### src/common/timer_defs.vh
// Register map, field layout and reset values of the prescaled down timer
// Included by the timer design; definitions only
`ifndef TIMER_DEFS_VH
`define TIMER_DEFS_VH

`define ADDR_W          4
`define DATA_W          16
`define ADDR_COUNT      4'h0
`define ADDR_PERIOD     4'h1
`define ADDR_CONTROL    4'h2
`define ADDR_IRQ_FLAG   4'h3
`define ADDR_IRQ_MASK   4'h4

`define CTL_PSC_LO      0
`define CTL_PSC_HI      3
`define CTL_STOP_BIT    4
`define CTL_RELOAD_BIT  5
`define CTL_DDR_LO      6
`define CTL_DDR_HI      9

`define IRQ_TIMER_BIT   0
`define IRQ_MASK_BITS   16'h0001

`define RST_COUNT       16'hffff
`define RST_PERIOD      16'hffff
`define RST_NIBBLE      4'h0
`define RST_WORD        16'h0000
`define NIBBLE_ZERO     4'h0
`define NIBBLE_ONE      4'h1
`define WORD_ZERO       16'h0000
`define WORD_ONE        16'h0001

`endif

### src/rtl/prescaled_down_timer.v
// Prescaled down timer: 4-bit prescaler feeding a 16-bit main counter
// Assumes a synchronous register port; one clock, async active-low reset
//
// Behaviour
// Prescaler underflow past zero reloads it from divide-down and decrements main count
// Main count decrements exactly once per prescaler underflow, never otherwise
// Main count underflow or timer reset reloads from period and raises interrupt
// Divide-down ratio is a 4-bit control field, zero after reset
// Prescaler is a 4-bit control field, reloaded on underflow and timer reset
// Writing one to reload bit reloads main count and prescaler
// Stop bit halts and resumes counting, zero after reset so timer runs
// Main count is a 16-bit register readable by software
// Period is a 16-bit register giving main counter reload value
// Interrupt flag register bit is set on every main count underflow
// Stop bit high freezes both counters; low resumes decrement each clock
//
// The implementer's own choices: the strobed register port and the placing of the registers.
`timescale 1ns/100ps
`default_nettype none
`include "timer_defs.vh"

// Register map, word indices on addr
//   0      main count     RW, live value of the main down counter
//   1      period value   RW, reload value of the main counter
//   2      timer control  [3:0] prescale, [4] stop, [5] reload, [9:6] divide-down
//   3      irq flags      bit 0 timer flag, write one to clear
//   4      irq mask       bit 0 lets the timer flag reach irq
//   5..15  unmapped       writes ignored, reads return zero
//
// Bus timing
//   A write lands at the edge that samples wrEn; a read answer stands in
//   the cycle after rdEn and reads zero otherwise. The port never stalls,
//   so strobes may follow each other with no gap.
//
// Reset state
//   Main count and period both start at all ones, so the first underflow
//   comes a full period after reset. Prescale and divide-down start at
//   zero and the stop bit is clear, so the timer runs from the first
//   enabled edge after reset, one main step per clock.
//
// Counting, one step per enabled clock while running
//   prescale not zero: prescale steps down by one
//   prescale zero:     prescale reloads from divide-down, main count steps once
//   main count zero:   main count reloads from period, flag and tick raised
// One main step thus takes divide-down plus one clocks, and one interrupt
// period takes (period plus one) times (divide-down plus one) clocks.
//
// Reload bit
//   Acts as a timer reset: both counters reload and the flag is raised,
//   so software sees a tick at once rather than after a full period.
//   The bit is never stored, so it always reads back as zero.
//
// Interrupt
//   The flag is sticky; an underflow in the same cycle as a write-one
//   clear keeps the flag set, so no event is lost to a late clear.
//   irq is registered from the updated flags, one cycle after the event.
//
// Clock enable
//   Low freezes every flop, read data and outputs included, so a read
//   answer stands until the enable returns.
//
// Limitations
//   A count or control write owns the counters in its cycle, so that
//   cycle does not count; frequent control writes slow the timer.
//   Rewriting control also rewrites the prescale field from the data.

module prescaled_down_timer (
   input  wire                 clk,        // System clock
   input  wire                 rstn,       // Async reset, active low
   input  wire                 clkEn,      // Clock enable, freezes all state when low
   input  wire [`ADDR_W-1:0]   addr,       // Register address
   input  wire [`DATA_W-1:0]   wrData,     // Write data
   input  wire                 wrEn,       // Write strobe
   input  wire                 rdEn,       // Read strobe
   output reg  [`DATA_W-1:0]   rdData,     // Read data, valid the cycle after rdEn
   output reg                  irq,        // Level interrupt, unmasked flag set
   output reg                  tickPulse   // One-cycle pulse on main count underflow
);

   // Stored state
   reg  [`DATA_W-1:0] count_ff;
   reg  [`DATA_W-1:0] period_ff;
   reg  [3:0]         prescale_ff;
   reg  [3:0]         divide_ff;
   reg                stop_ff;
   reg  [`DATA_W-1:0] flag_ff;
   reg  [`DATA_W-1:0] mask_ff;

   // Next-state values and the underflow event
   reg  [`DATA_W-1:0] nxt_count;
   reg  [3:0]         nxt_prescale;
   reg  [3:0]         nxt_divide;
   reg                nxt_stop;
   reg  [`DATA_W-1:0] nxt_period;
   reg  [`DATA_W-1:0] nxt_flag;
   reg  [`DATA_W-1:0] nxt_mask;
   reg  [`DATA_W-1:0] nxt_rdData;
   reg                mainUnder;

   // Address match, shared by the write decode and the read mux
   function hitReg;
      input [`ADDR_W-1:0] a;
      input [`ADDR_W-1:0] target;
      begin
         hitReg = (a == target);
      end
   endfunction

   wire wrCount   = wrEn && hitReg(addr, `ADDR_COUNT);
   wire wrPeriod  = wrEn && hitReg(addr, `ADDR_PERIOD);
   wire wrControl = wrEn && hitReg(addr, `ADDR_CONTROL);
   wire wrFlag    = wrEn && hitReg(addr, `ADDR_IRQ_FLAG);
   wire wrMask    = wrEn && hitReg(addr, `ADDR_IRQ_MASK);

   // Views of the control word being written
   wire [3:0] wrPsc    = wrData[`CTL_PSC_HI:`CTL_PSC_LO];
   wire [3:0] wrDdr    = wrData[`CTL_DDR_HI:`CTL_DDR_LO];
   wire       wrStop   = wrData[`CTL_STOP_BIT];
   wire       wrReload = wrData[`CTL_RELOAD_BIT];
   wire       reloadReq = wrControl && wrReload;

   // A count or control write owns the counters for its cycle
   wire cpuOwns   = wrCount || wrControl;
   wire counting  = !stop_ff && !cpuOwns;
   wire preZero   = (prescale_ff == `NIBBLE_ZERO);
   wire mainZero  = (count_ff == `WORD_ZERO);

   // Control word as software sees it; reload bit always reads zero
   function [`DATA_W-1:0] packControl;
      input [3:0] ddr;
      input [3:0] prescale_count;
      input       stp;
      begin
         packControl = `WORD_ZERO;
         packControl[`CTL_DDR_HI:`CTL_DDR_LO] = ddr;
         packControl[`CTL_PSC_HI:`CTL_PSC_LO] = prescale_count;
         packControl[`CTL_STOP_BIT] = stp;
      end
   endfunction

   // Period register: plain storage
   always @* begin
      nxt_period = period_ff;
      if (wrPeriod) begin
         nxt_period = wrData;
      end
   end

   // Stored control fields; the reload bit is an action, not a field
   always @* begin
      nxt_divide = divide_ff;
      nxt_stop   = stop_ff;
      if (wrControl) begin
         nxt_divide = wrDdr;
         nxt_stop   = wrStop;
      end
   end

   // Prescaler: reload wins over a plain control write, which wins over counting
   always @* begin
      nxt_prescale = prescale_ff;
      if (reloadReq) begin
         // Takes the divide-down value being written, not the stored one
         nxt_prescale = wrDdr;
      end else if (wrControl) begin
         nxt_prescale = wrPsc;
      end else if (counting) begin
         if (preZero) begin
            nxt_prescale = divide_ff;
         end else begin
            nxt_prescale = prescale_ff - `NIBBLE_ONE;
         end
      end
   end

   // Main counter and the underflow event that feeds flag and tick
   always @* begin
      nxt_count = count_ff;
      mainUnder = 1'b0;
      if (reloadReq) begin
         // Timer reset: reload and raise the interrupt as on underflow
         nxt_count = period_ff;
         mainUnder = 1'b1;
      end else if (wrCount) begin
         nxt_count = wrData;
      end else if (counting && preZero) begin
         if (mainZero) begin
            nxt_count = period_ff;
            mainUnder = 1'b1;
         end else begin
            nxt_count = count_ff - `WORD_ONE;
         end
      end
   end

   // Only the timer bit of the mask is storable
   always @* begin
      nxt_mask = mask_ff;
      if (wrMask) begin
         nxt_mask = wrData & `IRQ_MASK_BITS;
      end
   end

   always @* begin
      // Set wins over a write-one clear in the same cycle
      nxt_flag = flag_ff;
      if (wrFlag) begin
         nxt_flag = flag_ff & ~wrData;
      end
      if (mainUnder) begin
         nxt_flag[`IRQ_TIMER_BIT] = 1'b1;
      end
   end

   always @* begin
      nxt_rdData = `WORD_ZERO;
      if (rdEn) begin
         if (hitReg(addr, `ADDR_COUNT)) begin
            nxt_rdData = count_ff;
         end else if (hitReg(addr, `ADDR_PERIOD)) begin
            nxt_rdData = period_ff;
         end else if (hitReg(addr, `ADDR_CONTROL)) begin
            nxt_rdData = packControl(divide_ff, prescale_ff, stop_ff);
         end else if (hitReg(addr, `ADDR_IRQ_FLAG)) begin
            nxt_rdData = flag_ff;
         end else if (hitReg(addr, `ADDR_IRQ_MASK)) begin
            nxt_rdData = mask_ff;
         end else begin
            nxt_rdData = `WORD_ZERO;
         end
      end
   end

   // Register file; clkEn low freezes all of it
   always @(posedge clk or negedge rstn) begin
      if (!rstn) begin
         period_ff   <= `RST_PERIOD;
         divide_ff   <= `RST_NIBBLE;
         stop_ff     <= 1'b0;
         mask_ff     <= `RST_WORD;
      end else if (clkEn) begin
         period_ff   <= nxt_period;
         divide_ff   <= nxt_divide;
         stop_ff     <= nxt_stop;
         mask_ff     <= nxt_mask;
      end
   end

   // Counters; reset leaves the main count equal to the reset period
   always @(posedge clk or negedge rstn) begin
      if (!rstn) begin
         count_ff    <= `RST_COUNT;
         prescale_ff <= `RST_NIBBLE;
      end else if (clkEn) begin
         count_ff    <= nxt_count;
         prescale_ff <= nxt_prescale;
      end
   end

   // Sticky flags
   always @(posedge clk or negedge rstn) begin
      if (!rstn) begin
         flag_ff     <= `RST_WORD;
      end else if (clkEn) begin
         flag_ff     <= nxt_flag;
      end
   end

   // Top-level outputs, each straight from a flop
   always @(posedge clk or negedge rstn) begin
      if (!rstn) begin
         rdData      <= `RST_WORD;
         irq         <= 1'b0;
         tickPulse   <= 1'b0;
      end else if (clkEn) begin
         rdData      <= nxt_rdData;
         irq         <= |(nxt_flag & nxt_mask);
         tickPulse   <= mainUnder;
      end
   end

endmodule // prescaled_down_timer

`default_nettype wire

### config.mk
export PLATFORM = sky130hd
export DESIGN_NAME = prescaled_down_timer
export DESIGN_NICKNAME = d
export VERILOG_FILES = /design/src/rtl/prescaled_down_timer.v
export VERILOG_INCLUDE_DIRS = /design/src /design/src/common
export SDC_FILE = /design/constraint.sdc
export NUM_CORES = 1
export LEC_CHECK = 0
export CORE_UTILIZATION = 30
export CTS_BUF_LIST = sky130_fd_sc_hd__clkbuf_16
export DETAILED_ROUTE_END_ITERATION = 6
export DONT_BUFFER_PORTS = 1
export GPL_TIMING_DRIVEN = 0
export SYNTH_ARGS = -nofsm -noshare
export SYNTH_HDL_FRONTEND = slang
export SYNTH_SLANG_ARGS = --single-unit
### constraint.sdc
create_clock -name clk -period 2.94 [get_ports clk]
set_input_delay 0.588 -clock clk [delete_from_list [all_inputs] [get_ports clk]]
set_output_delay 0.588 -clock clk [all_outputs]
set_load 0.05 [all_outputs]
==> Word-level counts from Yosys, hierarchy flattened <==
Index checks and enable logic that the tools add are counted.
{ "word_totals": {"wordCells": 61, "reg_bits": 91, "out_inout_bits": 18, "inputBits": 25} }
{ "op_classes": {"reduce_logical": 21, "eq_ne": 4, "n_addsub": 2, "mux": 21, "bitwise": 3} }
{ "op_table": {"columns": ["op", "count"], "rows": [
  ["$mux 16", 12],
  ["$and 16x16->16", 2],
  ["$logic_not 16->1", 1],
  ["$mux 4", 4],
  ["$not 16->16", 1],
  ["$reduce_or 16->1", 1],
  ["$sub 16x1->16 const B", 1],
  ["$eq 4x2->1 const B", 2],
  ["$logic_and 1x1->1", 8],
  ["$logic_not 4->1", 2],
  ["$reduce_and 2->1", 4],
  ["$reduce_bool 3->1", 2],
  ["$mux 1", 5],
  ["$eq 4x1->1 const B", 1],
  ["$eq 4x3->1 const B", 1],
  ["$sub 4x1->4 const B", 1],
  ["$logic_not 1->1", 2],
  ["$logic_or 1x1->1", 1]
]} }

==> Logic depth before layout (Yosys ltp) <==
{ "logic_depth": {"word_depth": 12, "mapped_depth": 11, "ltp_nobuf": 8} }

==> Worst setup path after synthesis <==
Ideal clock, no wire load.
{ "synth_path": {"kind": "in2reg", "start": "input addr[0]", "end": "register period_ff[10]", "path_slack_ns": 0.528, "path_buffers": 3, "required_time_ns": 2.858, "setup_ns": 0.082, "arrival_time_ns": 2.330, "path_stages": 7, "path_cell_list": "buf_4 -> clkinv_1 -> nor4_2 -> and3_1 -> buf_4 -> buf_4 -> mux2_2"} }
{ "synth_between": {"elab_chain_cells": 3} }
{ "synth_rtl": {"columns": ["item", "line_no", "text"], "rows": [
  ["start: declaration", "prescaled_down_timer.v:71", "input wire [`ADDR_W-1:0] addr,"],
  ["$eq 4x1->1", "prescaled_down_timer.v:105", "hitReg = (a == target);"],
  ["$logic_and 1x1->1", "prescaled_down_timer.v:110", "wire wrPeriod = wrEn && hitReg(addr, `ADDR_PERIOD);"],
  ["$reduce_and 2->1 (no line)", null, null],
  ["end signal: assignment", "prescaled_down_timer.v:237", "period_ff <= `RST_PERIOD;"],
  ["end signal: assignment", "prescaled_down_timer.v:242", "period_ff <= nxt_period;"],
  ["end: declaration", "prescaled_down_timer.v:82", "reg [`DATA_W-1:0] period_ff;"]
]} }
Every way passes these cells.
A chain may end at the register's enable or synchronous reset.

==> Worst setup path after layout <==
{ "layout_path": {"start": "input addr[0]", "end": "register period_ff[8]"} }
The elaborated chain is that of the path after synthesis.

==> results.md <==
- Area leader, netlist: dfrtp_1
- Hold slack: 0.0777 ns
- Comb pwr share: 0.210
- Yosys top cell area share: 0.300
- CP arrival: 2.99 ns
- Starting Density: 0.309
- Post-Synthesis Cells: 501
- Register area: 2320 um^2
- Number of inserted diodes: 0
- Synth Warn #: 0
- Clk pwr share: 0.328
- Post-Place Cells: 717
- Chip Height: 130 um
- Final std cells w/o fill: 733
- PnR worst setup slack: 0.233 ns
- Area grow syn2layout: 12.7%
- Sequential fraction of the synthesis area: 0.471
- Maximum vdd drop: 318 uV
- Initial antenna violation count: 0
- Final-report max-slew violation count: 0
- Psw: 1.25 mW
- Critical path launch point type: primary input
- Worst clock skew: 0.00862 ns
- Clock Sinks: 91
- Req. time, crit path: 3.22 ns
- Post-synth EDFFs: 0
- Number of CTS-inserted buffers: 9
- Routed Antenna Nets: 0
- Postcts setup bufs: 0
- Post-Syn Area: 4920 um^2
- Clk slew on worst S/H paths: 0.07 ns
- Max cap viols: 0
- Number of buffers added on ports: 0
- Layout fillers: 1645
- Top FF cell, synth: dfrtp_1
- Leak: 2.25 nW
- DP Worst Slack: -0.124 ns
- Worst hold path type: primary input to asynchronous set/reset pin
- Unrepaired setup endpoints after global routing: no
- Layout cells sized above 1: 0.168
- Slew HR: 0.254
- Final HPWL DP: 11000 um
- Row cnt: 46
- Final setup violation count: 0
- Synth area leaders: dfrtp_1 30%, dfstp_2 17%, mux2_2 5.5%
- GRT Overall Usage: 0.194
- Die Area: 16900 um^2
- Die width: 130 um
- First-pass GRT wire length: 24200 um
- Tmin final: 2.71 ns
- FF+latch count, synth: 91
- Most frequent cells in the layout: 59 x dfrtp_1, 43 x nand2_1, 41 x a21oi_1
- Clock latency on the worst-skew pair: 0.35 ns
- Vias in the first global route: 4142
- Final core occ: 0.348
- Final period utilization: 0.921
- Final wirelength: 15000 um
- Largest net degree at the start of global routing: 60
- Internal Pwr Total: 2.75 mW
- CTS H-Tree Depth: 3
- Crit path max fanout: 10
- Gr ovfl total: 0
- Routed vias: 3993
- DR WL/cell: 20.5 um
- Tightest Pin Transition: 1.11 ns
- Switching fraction of total power: 0.312
- Critical Path Sink Type: register
- Drt pass-1 iters: 5
- Mapped Avg Cell Area: 9.82 um^2
- Maximum clock frequency: 0.369 GHz
- Footprint of the multi-input gates: 2420 um^2
- Starting DRT DRC Count: 483
- Register share of total power: 0.463
- Synth unique cells: 56
- Asr flop ratio synth: 1.00
- Net Count, Synth: 530
- CTS tree: done
- Most common cell after layout, fill and taps aside: dfrtp_1
- Core area: 15900 um^2
- Final Hold Fails: 0
- Critical path type: primary input to register
- Power Dens Cells: 720 nW/um^2
- Nets: 541
- CTS root buf: clkbuf_16
- Setup TNS: 0 ns
- CTS max path bufs: 2
- Gpl congestion: 0.941
- Via-per-instance ratio: 5.45
- I/O Pins: 43
- Status: finished clean
- DRC viols: 0
## stage by stage
| stage | cell area, um^2 | power [mW] |
|---|---|---|
| global route | 5550 | 4.22 |
| detailed placement | 5190 | 2.67 |
| finish | 5550 | 3.99 |
| global placement | 5190 | 2.64 |
| floorplan | 4920 | 2.43 |
| CTS | 5550 | 4.02 |
## flip-flops by register name, summed over array words and instances, names as in the netlist
name,flops
mask_ff,16
irq,1
flag_ff,16
count_ff,16
rdData,16
divide_ff,4
tickPulse,1
stop_ff,1
prescale_ff,4
period_ff,16
## synth_stat cells, types with 3 or more instances
library cell	number
nand2_1	43
and2_1	4
dfstp_2	32
ha_1	4
o21ai_0	23
a21oi_1	41
nor2_1	37
o22a_1	4
nor3_1	11
inv_1	11
o22ai_1	9
clkbuf_1	18
a21boi_0	21
nand3_1	8
a22oi_1	7
mux2_2	24
o211ai_1	3
mux2i_1	14
o31ai_1	3
buf_4	5
a211o_1	3
buf_2	5
xor2_1	4
a221oi_1	12
o221ai_1	4
dfrtp_1	59
nor2b_1	19
a31oi_1	7
a211oi_1	4
o2bb2ai_1	10
nor4_1	5
nand4_1	8
a311oi_1	3
## cell type report
| cell class | instances | area share |
|---|---|---|
| flip-flops and latches | 91 | 0.418 |
| well taps | 216 | 0.0487 |
| clock buffers | 9 | 0.0406 |
| plain buffers | 29 | 0.0239 |
| inverters | 13 | 0.00880 |
| clock inverters | 7 | 0.0192 |
| repair buffers | 1 | 0.00496 |
| multi-input cells | 367 | 0.436 |
## what timing repair did
item	in CTS	in global routing
resized for setup	0	0
endpoints found under the hold margin	59	0
endpoints found under the setup margin	0	1
hold buffers	1	0
## final timing paths
kind	startpoint	to	slack [ns]	cells after the start
worst max-delay path	addr[0]	period_ff[8]	0.23	7
worst max register to register	prescale_ff[0]	count_ff[3]	0.25	9
min in group clk	wrData[9]	flag_ff[9]	0.34	1
worst min-delay path	rstn	rdData[3]	0.08	1
worst min register to register	count_ff[13]	count_ff[13]	0.52	1
max in group asynchronous	rstn	rdData[2]	2.54	1
## worst max-delay path, stage by stage
cell and delay, ns:
buf_4 0.16, clkinv_1 0.23, nor4_2 0.99, and3_1 0.27, buf_4 0.18, buf_4 0.22, mux2_2 0.36
## metal layers
metal	vias up	track usage	routed length [um]
li1	1875	-	-
met3	22	0.0435	893
met5	-	0	0
met4	0	0.0718	316
met1	1978	0.254	6680
met2	118	0.312	7130
## kinds of logic (layout without fill, tap and decap cells)
kind of cell	Yosys count	in the layout	share of synthesized area
compound gates	160	160	0.219
xor+xnor	6	6	0.0107
buf+inv	43	59	0.0379
fa+ha+maj	4	4	0.0102
flops	91	91	0.471
simple gates	159	159	0.169
mux	38	38	0.0834
## power by group through the flow
stage / Clock (mW) / Sequential (mW) / Combinational [mW]
floorplan: 0 / 1.77 / 0.666
global placement: 0 / 1.85 / 0.785
detailed placement: 0 / 1.86 / 0.809
CTS: 1.34 / 1.84 / 0.834
global route: 1.39 / 1.88 / 0.950
finish: 1.31 / 1.85 / 0.837
(Power assumes the default switching activity.)
